==> src/eeprom_pkg.sv <==
/*
 Constants, encodings and state types of the serial EEPROM command block.
 Assumes a 100 MHz core clock; all counts are derived from that rate.
*/
package eeprom_pkg;
   // Core clock and self-timed cycle lengths
   localparam int MCLK_HZ        = 100_000_000;
   localparam int PROG_TIME_MS   = 5;
   localparam int ALL_TIME_MS    = 10;
   localparam int PROG_CYCLES    = PROG_TIME_MS * (MCLK_HZ / 1000);
   localparam int ALL_CYCLES     = ALL_TIME_MS * (MCLK_HZ / 1000);
   localparam int CNT_W          = 20;

   // Array shape
   localparam int WORDS          = 64;
   localparam int WORD_W         = 16;
   localparam int BYTE_W         = 8;

   // Frame lengths including the start bit
   localparam int FRAME_LEN_W16  = 9;
   localparam int FRAME_LEN_W8   = 10;

   // Organization select levels
   localparam logic WORD_ORG_SIXTEEN = 1'b1;
   localparam logic WORD_ORG_EIGHT   = 1'b0;

   // Opcodes and opcode-00 qualifiers
   localparam logic [1:0] OP_READ       = 2'h2;
   localparam logic [1:0] OP_ERASE      = 2'h3;
   localparam logic [1:0] OP_WRITE      = 2'h1;
   localparam logic [1:0] OP_EXT        = 2'h0;
   localparam logic [1:0] EXT_ENABLE    = 2'h3;
   localparam logic [1:0] EXT_DISABLE   = 2'h0;
   localparam logic [1:0] EXT_CLEAR_ALL = 2'h2;
   localparam logic [1:0] EXT_FILL_ALL  = 2'h1;

   // Reset, erased and byte-mask values
   localparam logic WEL_RESET = 1'b0;
   localparam logic [WORD_W-1:0] ERASED_WORD = 16'hFFFF;
   localparam logic [WORD_W-1:0] LOW_MASK    = 16'h00FF;
   localparam logic [WORD_W-1:0] HIGH_MASK   = 16'hFF00;

   typedef enum logic [2:0] {
      ST_IDLE = 3'b000,
      ST_HDR  = 3'b001,
      ST_DATA = 3'b010,
      ST_READ = 3'b011,
      ST_DONE = 3'b100
   } frame_state_t;

   typedef enum logic [2:0] {
      JOB_NONE      = 3'b000,
      JOB_WRITE     = 3'b001,
      JOB_ERASE     = 3'b010,
      JOB_CLEAR_ALL = 3'b011,
      JOB_FILL_ALL  = 3'b100
   } job_t;
endpackage

==> src/eeprom_cmd.sv <==
/*
 Serial EEPROM command interface seen from the memory: frame decoder, write-enable
 latch, self-timed program/erase engine, read shifter and ready/busy reporting.
 Assumes all pins come from the host's domain and are sampled by mclk, which must
 run well above the serial clock.
*/
`timescale 1ns/1ps

// Summary of operation
// - Frame is 9 bits x16, 10 bits x8.
// - Serial input sampled on each clock rise.
// - Output high impedance except read or status.
// - Reselect during cycle shows busy low, ready high.
// - Dummy one bit releases status output.
// - Status release ignored while busy.
// - Read sends leading zero then word MSB first.
// - Read data bits change on clock rise.
// - Write-enable latch cleared at power-up.
// - Latch stays set until disable or power-off.
// - Program commands refused while latch clear.
// - Reads work regardless of latch.
// - Opcodes 10 read, 11 erase, 01 write.
// - Opcode 00 qualified by top address bits.
// - Chip-select fall starts write cycle.
// - Self-timed cycle needs no serial clock.
// - Location auto-cleared before store.
// - Erase sets addressed location to ones.
// - Clear-all sets every location to ones.
// - Fill-all stores data everywhere.
// - Cycles end within 5 ms or 10 ms.
module eeprom_cmd
   import eeprom_pkg::*;
#(
   parameter int PROG_CYC = eeprom_pkg::PROG_CYCLES, // Single-location cycle length
   parameter int ALL_CYC  = eeprom_pkg::ALL_CYCLES   // Whole-array cycle length
) (
   input  wire logic mclk,             // Core clock
   input  wire logic rst_n,            // Asynchronous reset, active low
   input  wire logic chip_select,      // Chip select pin
   input  wire logic serial_clock_in,  // Serial clock pin
   input  wire logic serial_in,        // Serial data in pin
   input  wire logic word_size_select, // Organization select pin
   output wire logic serial_out,       // Serial data out
   output wire logic serial_out_en,    // Output enable, high while driving
   output wire logic cycle_busy        // High while a self-timed cycle runs
);
   import eeprom_pkg::*;

   logic              rst_meta_reg, rst_sync_n;
   logic [3:0]        in_meta_reg, in_sync_reg, in_prev_reg;
   logic              cs_s, sk_s, si_s, org_s;
   logic              sk_rise, cs_rise, cs_fall;
   frame_state_t      state_reg;
   logic [8:0]        hdr_reg;
   logic [4:0]        bit_cnt_reg;
   logic [WORD_W-1:0] data_reg, rd_shift_reg;
   logic              rd_active_reg, rd_bit_reg;
   logic              wel_reg, status_reg, poll_arm_reg;
   job_t              pend_reg, job_reg;
   logic [5:0]        addr_reg, jaddr_reg;
   logic [WORD_W-1:0] jmask_reg, jdata_reg;
   logic              busy_reg, serial_out_reg, serial_out_en_reg;
   logic [CNT_W-1:0]  cyc_cnt_reg;
   logic              hdr_done, start_cyc, job_end, x16;
   logic [4:0]        hdr_len, data_len;
   logic [1:0]        op, ext;
   logic [WORD_W-1:0] mem [WORDS];

   function automatic logic [1:0] op_of(input logic [8:0] h, input logic w16);
      op_of = w16 ? h[7:6] : h[8:7];
   endfunction

   function automatic logic [1:0] ext_of(input logic [8:0] h, input logic w16);
      ext_of = w16 ? h[5:4] : h[6:5];
   endfunction

   function automatic logic [WORD_W-1:0] mask_of(input logic w16, input logic [8:0] h);
      mask_of = w16 ? ERASED_WORD : (h[0] ? HIGH_MASK : LOW_MASK);
   endfunction

   // Reset release
   always_ff @(posedge mclk or negedge rst_n) begin
      if (!rst_n) begin
         rst_meta_reg <= 1'b0;
         rst_sync_n   <= 1'b0;
      end else begin
         rst_meta_reg <= 1'b1;
         rst_sync_n   <= rst_meta_reg;
      end
   end

   // Pin synchronisers and edge history
   always_ff @(posedge mclk or negedge rst_sync_n) begin
      if (!rst_sync_n) begin
         in_meta_reg <= 4'h0;
         in_sync_reg <= 4'h0;
         in_prev_reg <= 4'h0;
      end else begin
         in_meta_reg <= {word_size_select, serial_in, serial_clock_in, chip_select};
         in_sync_reg <= in_meta_reg;
         in_prev_reg <= in_sync_reg;
      end
   end

   assign cs_s     = in_sync_reg[0];
   assign sk_s     = in_sync_reg[1];
   assign si_s     = in_sync_reg[2];
   assign org_s    = in_sync_reg[3];
   assign sk_rise  = sk_s && !in_prev_reg[1] && cs_s;
   assign cs_rise  = cs_s && !in_prev_reg[0];
   assign cs_fall  = !cs_s && in_prev_reg[0];
   assign x16      = (org_s == WORD_ORG_SIXTEEN);
   assign hdr_len  = x16 ? 5'(FRAME_LEN_W16 - 1) : 5'(FRAME_LEN_W8 - 1);
   assign data_len = x16 ? 5'(WORD_W) : 5'(BYTE_W);
   assign hdr_done = (state_reg == ST_HDR) && sk_rise && (bit_cnt_reg == hdr_len - 5'd1);
   assign op       = op_of({hdr_reg[7:0], si_s}, x16);
   assign ext      = ext_of({hdr_reg[7:0], si_s}, x16);
   assign start_cyc = cs_fall && (state_reg == ST_DONE) && (pend_reg != JOB_NONE);
   assign job_end  = busy_reg && (cyc_cnt_reg == '0);

   // Frame decoder
   always_ff @(posedge mclk or negedge rst_sync_n) begin
      if (!rst_sync_n) begin
         state_reg     <= ST_IDLE;
         hdr_reg       <= 9'h000;
         bit_cnt_reg   <= 5'h00;
         data_reg      <= 16'h0000;
         rd_shift_reg  <= 16'h0000;
         rd_active_reg <= 1'b0;
         rd_bit_reg    <= 1'b0;
         wel_reg       <= WEL_RESET;
         pend_reg      <= JOB_NONE;
         addr_reg      <= 6'h00;
         jmask_reg     <= 16'h0000;
      end else if (cs_fall || !cs_s) begin
         state_reg     <= ST_IDLE;
         rd_active_reg <= 1'b0;
         if (cs_fall) begin
            pend_reg <= JOB_NONE;
         end
      end else if (sk_rise) begin
         unique case (state_reg)
            ST_IDLE: begin
               // Busy device takes no new frame
               if (si_s && !busy_reg) begin
                  state_reg   <= ST_HDR;
                  bit_cnt_reg <= 5'h00;
                  hdr_reg     <= 9'h000;
               end
            end
            ST_HDR: begin
               hdr_reg     <= {hdr_reg[7:0], si_s};
               bit_cnt_reg <= bit_cnt_reg + 5'd1;
               if (hdr_done) begin
                  bit_cnt_reg <= 5'h00;
                  addr_reg    <= x16 ? {hdr_reg[4:0], si_s} : hdr_reg[5:0];
                  jmask_reg   <= mask_of(x16, {hdr_reg[7:0], si_s});
                  state_reg   <= ST_DONE;
                  unique case (op)
                     OP_READ: begin
                        state_reg     <= ST_READ;
                        rd_active_reg <= 1'b1;
                        rd_bit_reg    <= 1'b0;
                        rd_shift_reg  <= x16 ? mem[{hdr_reg[4:0], si_s}] :
                                         (si_s ? {mem[hdr_reg[5:0]][15:8], 8'h00}
                                               : {mem[hdr_reg[5:0]][7:0], 8'h00});
                     end
                     OP_ERASE: begin
                        pend_reg <= wel_reg ? JOB_ERASE : JOB_NONE;
                     end
                     OP_WRITE: begin
                        state_reg <= ST_DATA;
                     end
                     OP_EXT: begin
                        unique case (ext)
                           EXT_ENABLE:    wel_reg <= 1'b1;
                           EXT_DISABLE:   wel_reg <= 1'b0;
                           EXT_CLEAR_ALL: pend_reg <= wel_reg ? JOB_CLEAR_ALL : JOB_NONE;
                           EXT_FILL_ALL:  state_reg <= ST_DATA;
                        endcase
                     end
                  endcase
               end
            end
            ST_DATA: begin
               data_reg    <= {data_reg[14:0], si_s};
               bit_cnt_reg <= bit_cnt_reg + 5'd1;
               if (bit_cnt_reg == data_len - 5'd1) begin
                  state_reg <= ST_DONE;
                  if (!wel_reg) begin
                     pend_reg <= JOB_NONE;
                  end else if (op_of(hdr_reg, x16) == OP_WRITE) begin
                     pend_reg <= JOB_WRITE;
                  end else begin
                     pend_reg <= JOB_FILL_ALL;
                     jmask_reg <= ERASED_WORD;
                  end
               end
            end
            ST_READ: begin
               // Next bit goes out on this rise; release after the last
               if (bit_cnt_reg == data_len) begin
                  rd_active_reg <= 1'b0;
                  state_reg     <= ST_DONE;
               end else begin
                  rd_bit_reg   <= rd_shift_reg[15];
                  rd_shift_reg <= {rd_shift_reg[14:0], 1'b0};
                  bit_cnt_reg  <= bit_cnt_reg + 5'd1;
               end
            end
            ST_DONE: begin
            end
         endcase
      end
   end

   // Self-timed cycle engine
   always_ff @(posedge mclk or negedge rst_sync_n) begin
      if (!rst_sync_n) begin
         busy_reg    <= 1'b0;
         cyc_cnt_reg <= '0;
         job_reg     <= JOB_NONE;
         jaddr_reg   <= 6'h00;
         jdata_reg   <= 16'h0000;
      end else if (start_cyc) begin
         busy_reg    <= 1'b1;
         job_reg     <= pend_reg;
         jaddr_reg   <= addr_reg;
         jdata_reg   <= x16 ? data_reg : {data_reg[7:0], data_reg[7:0]};
         cyc_cnt_reg <= (pend_reg == JOB_CLEAR_ALL || pend_reg == JOB_FILL_ALL) ?
                        CNT_W'(ALL_CYC - 1) : CNT_W'(PROG_CYC - 1);
      end else if (job_end) begin
         busy_reg <= 1'b0;
         job_reg  <= JOB_NONE;
      end else if (busy_reg) begin
         cyc_cnt_reg <= cyc_cnt_reg - CNT_W'(1);
      end
   end

   // Array: auto-clear at cycle start, store at cycle end
   always_ff @(posedge mclk) begin
      if (start_cyc) begin
         if (pend_reg == JOB_CLEAR_ALL || pend_reg == JOB_FILL_ALL) begin
            for (int i = 0; i < WORDS; i++) begin
               mem[i] <= ERASED_WORD;
            end
         end else begin
            mem[addr_reg] <= mem[addr_reg] | jmask_reg;
         end
      end else if (job_end) begin
         if (job_reg == JOB_FILL_ALL) begin
            for (int i = 0; i < WORDS; i++) begin
               mem[i] <= jdata_reg;
            end
         end else if (job_reg == JOB_WRITE) begin
            mem[jaddr_reg] <= (mem[jaddr_reg] & ~jmask_reg) | (jdata_reg & jmask_reg);
         end
      end
   end

   // Ready/busy status reporting
   always_ff @(posedge mclk or negedge rst_sync_n) begin
      if (!rst_sync_n) begin
         status_reg   <= 1'b0;
         poll_arm_reg <= 1'b0;
      end else if (start_cyc) begin
         poll_arm_reg <= 1'b1;
         status_reg   <= 1'b0;
      end else if (cs_fall) begin
         status_reg <= 1'b0;
         if (status_reg && !busy_reg) begin
            poll_arm_reg <= 1'b0;
         end
      end else if (cs_rise && poll_arm_reg) begin
         status_reg <= 1'b1;
      end else if (sk_rise && si_s && status_reg && !busy_reg) begin
         status_reg   <= 1'b0;
         poll_arm_reg <= 1'b0;
      end
   end

   // Output pin drive
   always_ff @(posedge mclk or negedge rst_sync_n) begin
      if (!rst_sync_n) begin
         serial_out_reg    <= 1'b0;
         serial_out_en_reg <= 1'b0;
      end else if (status_reg) begin
         serial_out_reg    <= !busy_reg;
         serial_out_en_reg <= 1'b1;
      end else if (rd_active_reg) begin
         serial_out_reg    <= rd_bit_reg;
         serial_out_en_reg <= 1'b1;
      end else begin
         serial_out_reg    <= 1'b0;
         serial_out_en_reg <= 1'b0;
      end
   end

   assign serial_out    = serial_out_reg;
   assign serial_out_en = serial_out_en_reg;
   assign cycle_busy    = busy_reg;

   a_hiz_default: assert property (@(posedge mclk) disable iff (!rst_sync_n)
      !status_reg && !rd_active_reg |=> !serial_out_en)
      else $error("output driven outside read or status");
   a_busy_shows_low: assert property (@(posedge mclk) disable iff (!rst_sync_n)
      status_reg && busy_reg && !job_end |=> serial_out_en && !serial_out)
      else $error("busy status not low");
   a_dummy_release: assert property (@(posedge mclk) disable iff (!rst_sync_n)
      sk_rise && si_s && status_reg && !busy_reg && !cs_fall |=> !status_reg ##1 !serial_out_en)
      else $error("dummy one did not release output");
   a_busy_hold_status: assert property (@(posedge mclk) disable iff (!rst_sync_n)
      status_reg && busy_reg && !job_end && !cs_fall && !start_cyc |=> status_reg)
      else $error("status released while busy");
   a_wel_reset: assert property (@(posedge mclk)
      $rose(rst_sync_n) |-> !wel_reg)
      else $error("write enable set after reset");
   a_refuse_locked: assert property (@(posedge mclk) disable iff (!rst_sync_n)
      hdr_done && op == OP_ERASE && !wel_reg |=> pend_reg == JOB_NONE)
      else $error("erase accepted while locked");
   a_lead_zero: assert property (@(posedge mclk) disable iff (!rst_sync_n)
      hdr_done && op == OP_READ |=> rd_active_reg && !rd_bit_reg ##1 serial_out_en && !serial_out)
      else $error("read did not start with zero");
   a_cycle_bound: assert property (@(posedge mclk) disable iff (!rst_sync_n)
      start_cyc |=> busy_reg && cyc_cnt_reg <= CNT_W'(ALL_CYC - 1))
      else $error("cycle length out of bound");
   a_no_sk_needed: assert property (@(posedge mclk) disable iff (!rst_sync_n)
      busy_reg && cyc_cnt_reg != '0 |=> busy_reg && cyc_cnt_reg == $past(cyc_cnt_reg) - CNT_W'(1))
      else $error("cycle stalled");
   a_frame_len: assert property (@(posedge mclk) disable iff (!rst_sync_n)
      state_reg == ST_HDR && sk_rise &&
      bit_cnt_reg == (x16 ? 5'(FRAME_LEN_W16 - 2) : 5'(FRAME_LEN_W8 - 2)) |=> state_reg != ST_HDR)
      else $error("header length wrong");
endmodule // eeprom_cmd

==> config.mk <==
export PLATFORM = sky130hd
export DESIGN_NAME = eeprom_cmd
export DESIGN_NICKNAME = d
export VERILOG_FILES = /design/src/eeprom_pkg.sv /design/src/eeprom_cmd.sv
export SDC_FILE = /design/constraint.sdc
export NUM_CORES = 2
export LEC_CHECK = 0
export BUFFER_PORTS_ARGS = -buffer_cell sky130_fd_sc_hd__buf_2
export CAP_MARGIN = 0
export CORE_UTILIZATION = 35
export CTS_BUF_LIST = sky130_fd_sc_hd__clkbuf_4 sky130_fd_sc_hd__clkbuf_8
export CTS_CLUSTER_DIAMETER = 200
export DETAILED_ROUTE_END_ITERATION = 6
export SYNTH_ARGS = -nofsm -noshare
export SYNTH_HDL_FRONTEND = slang
export SYNTH_SLANG_ARGS = --single-unit
==> constraint.sdc <==
create_clock -name mclk -period 11.05 [get_ports mclk]
set_input_delay 1.6575 -clock mclk [delete_from_list [all_inputs] [get_ports mclk]]
set_output_delay 1.6575 -clock mclk [all_outputs]
set_load 0.02 [all_outputs]
==> results.md <==
- Crit Path Max Fanout: between 90 and 100
- Final hold slack: 0.366 ns
- Hold Path Origin: rst_meta_reg
- Initial antenna violation count: 43
- Sum of negative setup slack: 0 ns
- Slew headroom: 0.0609
- I/O Buffers: 8
- Syn Inst Count: around 6,100
- Cts hold-fix bufs: 0
- Period utilisation layout: 0.553
- Worst-path clk slew: about 0.070 ns
- Root buffer cell: clkbuf_8
- Hold path cells: 0
- DR vias: 63,400
- Worst-margin pin slew: ~1.4 ns
- Max Slew Vio Count: 0
- Starting Density: 0.353
- Setup WS pre-CTS: ~5.3 ns
- RSZ-0062 raised after global routing: false
- Max FFs per register: between 1,000 and 1,500
- Fmax: about 160 MHz
- Worst Skew: approximately 0.095 ns
- Core Region: 225,000 sq um
- Post-synth ARST share: 0.109
- Register area share after synthesis: 0.426
- Final Hold Fails: 0
- Initial DRC count: approximately 12,000
- Main synth FF type: edfxtp_1
- Max Cap Viol: 0
- First-pass GRT wire length: slightly below 500,000 um
- Rows: 174
- Net Count, Synth: 6,098
- Clk_lat worst skew: roughly 1.1 ns
- Share of layout cells above drive strength 1: 0.331
- Post-CTS setup buffer count: 0
- Data required time of the worst path: approximately 12 ns
- H-tree lvl count: 4
- Worst R2R Start: jaddr_reg[0]
- CTS tree: yes
- Synthesis-stage register bit count: around 1,100
- Worst Path Class, Setup: reg2reg
- Filler Cells Inserted: about 21,000
- Drt drc: 3
- Gpl congestion: approximately 1.0
- Placed Instances: roughly 8,600
- CP endpoint kind: flip-flop
- Number of synthesized flops with an enable pin: between 1,000 and 1,500
- Failing checks: DRC
- Tot GR Track Use: 0.310
- Fin cells: ~9,000
- FF-to-FF path depth: 10
- Number of nets in the layout: between 5,000 and 6,000
- Status: finished with violations
- Syn avg cell area: between 10 and 15 sq um
- R2R Setup Slk: slightly below 5 ns
- Mapped cell area: just under 80,000 sq um
- # setup viols final: 0
- Die Y: ~480 um
- Maximum vdd drop: 0.114 mV
- CTS sink cnt: 1,149
- Cts bufs inserted: 203
- Minimum clock period: 6.11 ns
- Clock Tree Buf Depth: 3
- Hold path endpoint: rst_sync_n
- Total wire length: around 360,000 um
- WL/cell: roughly 40 um
- Die width: around 480 um
- Grt ovf: 0
- Final worst slack: roughly 4.9 ns
- I/O pins: 9
- Yosys warnings: 0
- Worst r2r dst: mem[35][6]
- Drt first pass iters: 7
- Hpwl dp: around 240,000 um
- Post-CTS Resized: 0
- Antenna-violating nets left: 0
- Pin count of the biggest net entering global routing: a little over 100
- Library cells used by synthesis: 89
- Vias/cell: between 7 and 8
- Power Dens Cells: around 110 nW/um^2
- Worst Hold Class: reg2reg
- Die area: around 230,000 sq um
- Startpoint type of the worst setup path: flip-flop
- Area growth, synth to finish: 9.53%
- Leak: between 20 and 30 nW
- WP data arrival: roughly 6.8 ns
- Vias in the first global route: 59,000
-- cells in the final DEF, fill, tap and decap left out, types with 22 or more instances in the layout --
master and instances:
nor2_4 27, mux2i_1 214, diode_2 30, a21oi_1 1073
nand3_1 43, nor2b_1 31, a22o_1 28, buf_4 204
edfxtp_1 1024, o21ai_4 48, nand2_1 212, nor3_1 37
o21ai_0 116, or2_2 28, dfrtp_1 107, clkbuf_4 58
clkinv_1 42, nand2b_1 26, a211oi_1 29, mux2_2 72
clkinv_2 33, o22ai_1 44, a31oi_1 22, nor2_2 39
mux4_2 1102, clkbuf_8 211, inv_1 25, a22oi_1 54
nor2_1 610
-- worst max path at each step --
stage,startpoint,end,slack (ns),cells after the start
floorplan,cyc_cnt_reg[15],mem[37][0],6.69,8
global placement,addr_reg[1],mem[24][12],4.85,9
detailed placement,addr_reg[0],mem[35][6],5.31,9
CTS,jaddr_reg[1],mem[32][8],5.30,10
global route,jaddr_reg[0],mem[45][6],4.85,10
finish,jaddr_reg[0],mem[35][6],4.94,10
-- power by group --
part | total, mW | switching [mW] | internal, mW
combinational | 0.230 | 0.139 | 0.0913
sequential | 4.69 | 0.0181 | 4.67
clock | 4.36 | 2.08 | 2.28
total | 9.28 | 2.24 | 7.04
-- layer usage --
layer / share of wire / GRT usage / vias to the layer above
met5: 0.00086 / 0.00891 / -
met4: 0.080 / 0.211 / 30
met3: 0.16 / 0.132 / 1201
met2: 0.43 / 0.443 / 5665
met1: 0.33 / 0.379 / 32400
li1: - / - / 24100
-- per-stage QoR --
step                       util  power (mW)  area (sq um)
final                     0.387        9.28         87200
after global routing      0.387        9.46         87100
after CTS                 0.386        9.28         87100
after detailed placement  0.367        5.00         82800
after global placement    0.367        5.00         82800
after floorplan               -        4.94         79600
-- final cells by class --
class | instances | area [sq um] | share of cell area
timing repair buffer | 225 | 1830 | 0.0210
sequential | 1149 | 33900 | 0.389
multi-input combinational | 4164 | 43200 | 0.495
inverter | 30 | 113 | 0.00129
clock buffer | 269 | 3340 | 0.0383
tap | 2992 | 3740 | 0.0430
antenna | 30 | 75.1 | 0.000861
clock inverter | 106 | 942 | 0.0108
-- synth_stat cells (all sizes together), types with 39 or more instances --
cell | number | area [sq um]
mux4 | 1102 | 24800
a21oi | 1075 | 5400
edfxtp | 1024 | 30700
nor2 | 679 | 2780
buf | 393 | 1980
clkbuf | 344 | 1290
mux2i | 215 | 2150
nand2 | 213 | 800
o21ai | 182 | 911
dfrtp | 125 | 3130
mux2 | 72 | 811
a22oi | 54 | 405
o22ai | 46 | 300
nand3 | 43 | 215
nor3 | 39 | 195
-- logic make-up after synthesis --
| group | after synthesis | synth area share |
|---|---|---|
| DFF | 1149 | 0.426 |
| and+or+nand+nor | 1161 | 0.0661 |
| muxes | 1389 | 0.349 |
| xor gates and xnor gates | 16 | 0.00176 |
| buffers and inverters | 767 | 0.0425 |
| adders and majority gates | 12 | 0.00189 |
| AOI/OAI and AO/OA | 1585 | 0.113 |
| other | 1 | 0.0000471 |
-- critical path, stage by stage (launching register included) --
cell and delay, ns:
dfrtp_4 0.71, buf_4 0.64, buf_12 0.65, mux4_2 0.59
mux2_2 0.28, nand2_1 0.12, o21ai_0 0.11, o21ai_0 0.97
a31o_2 0.68, buf_4 0.65, a21oi_1 0.17
Power figures use the tool's default switching activity.
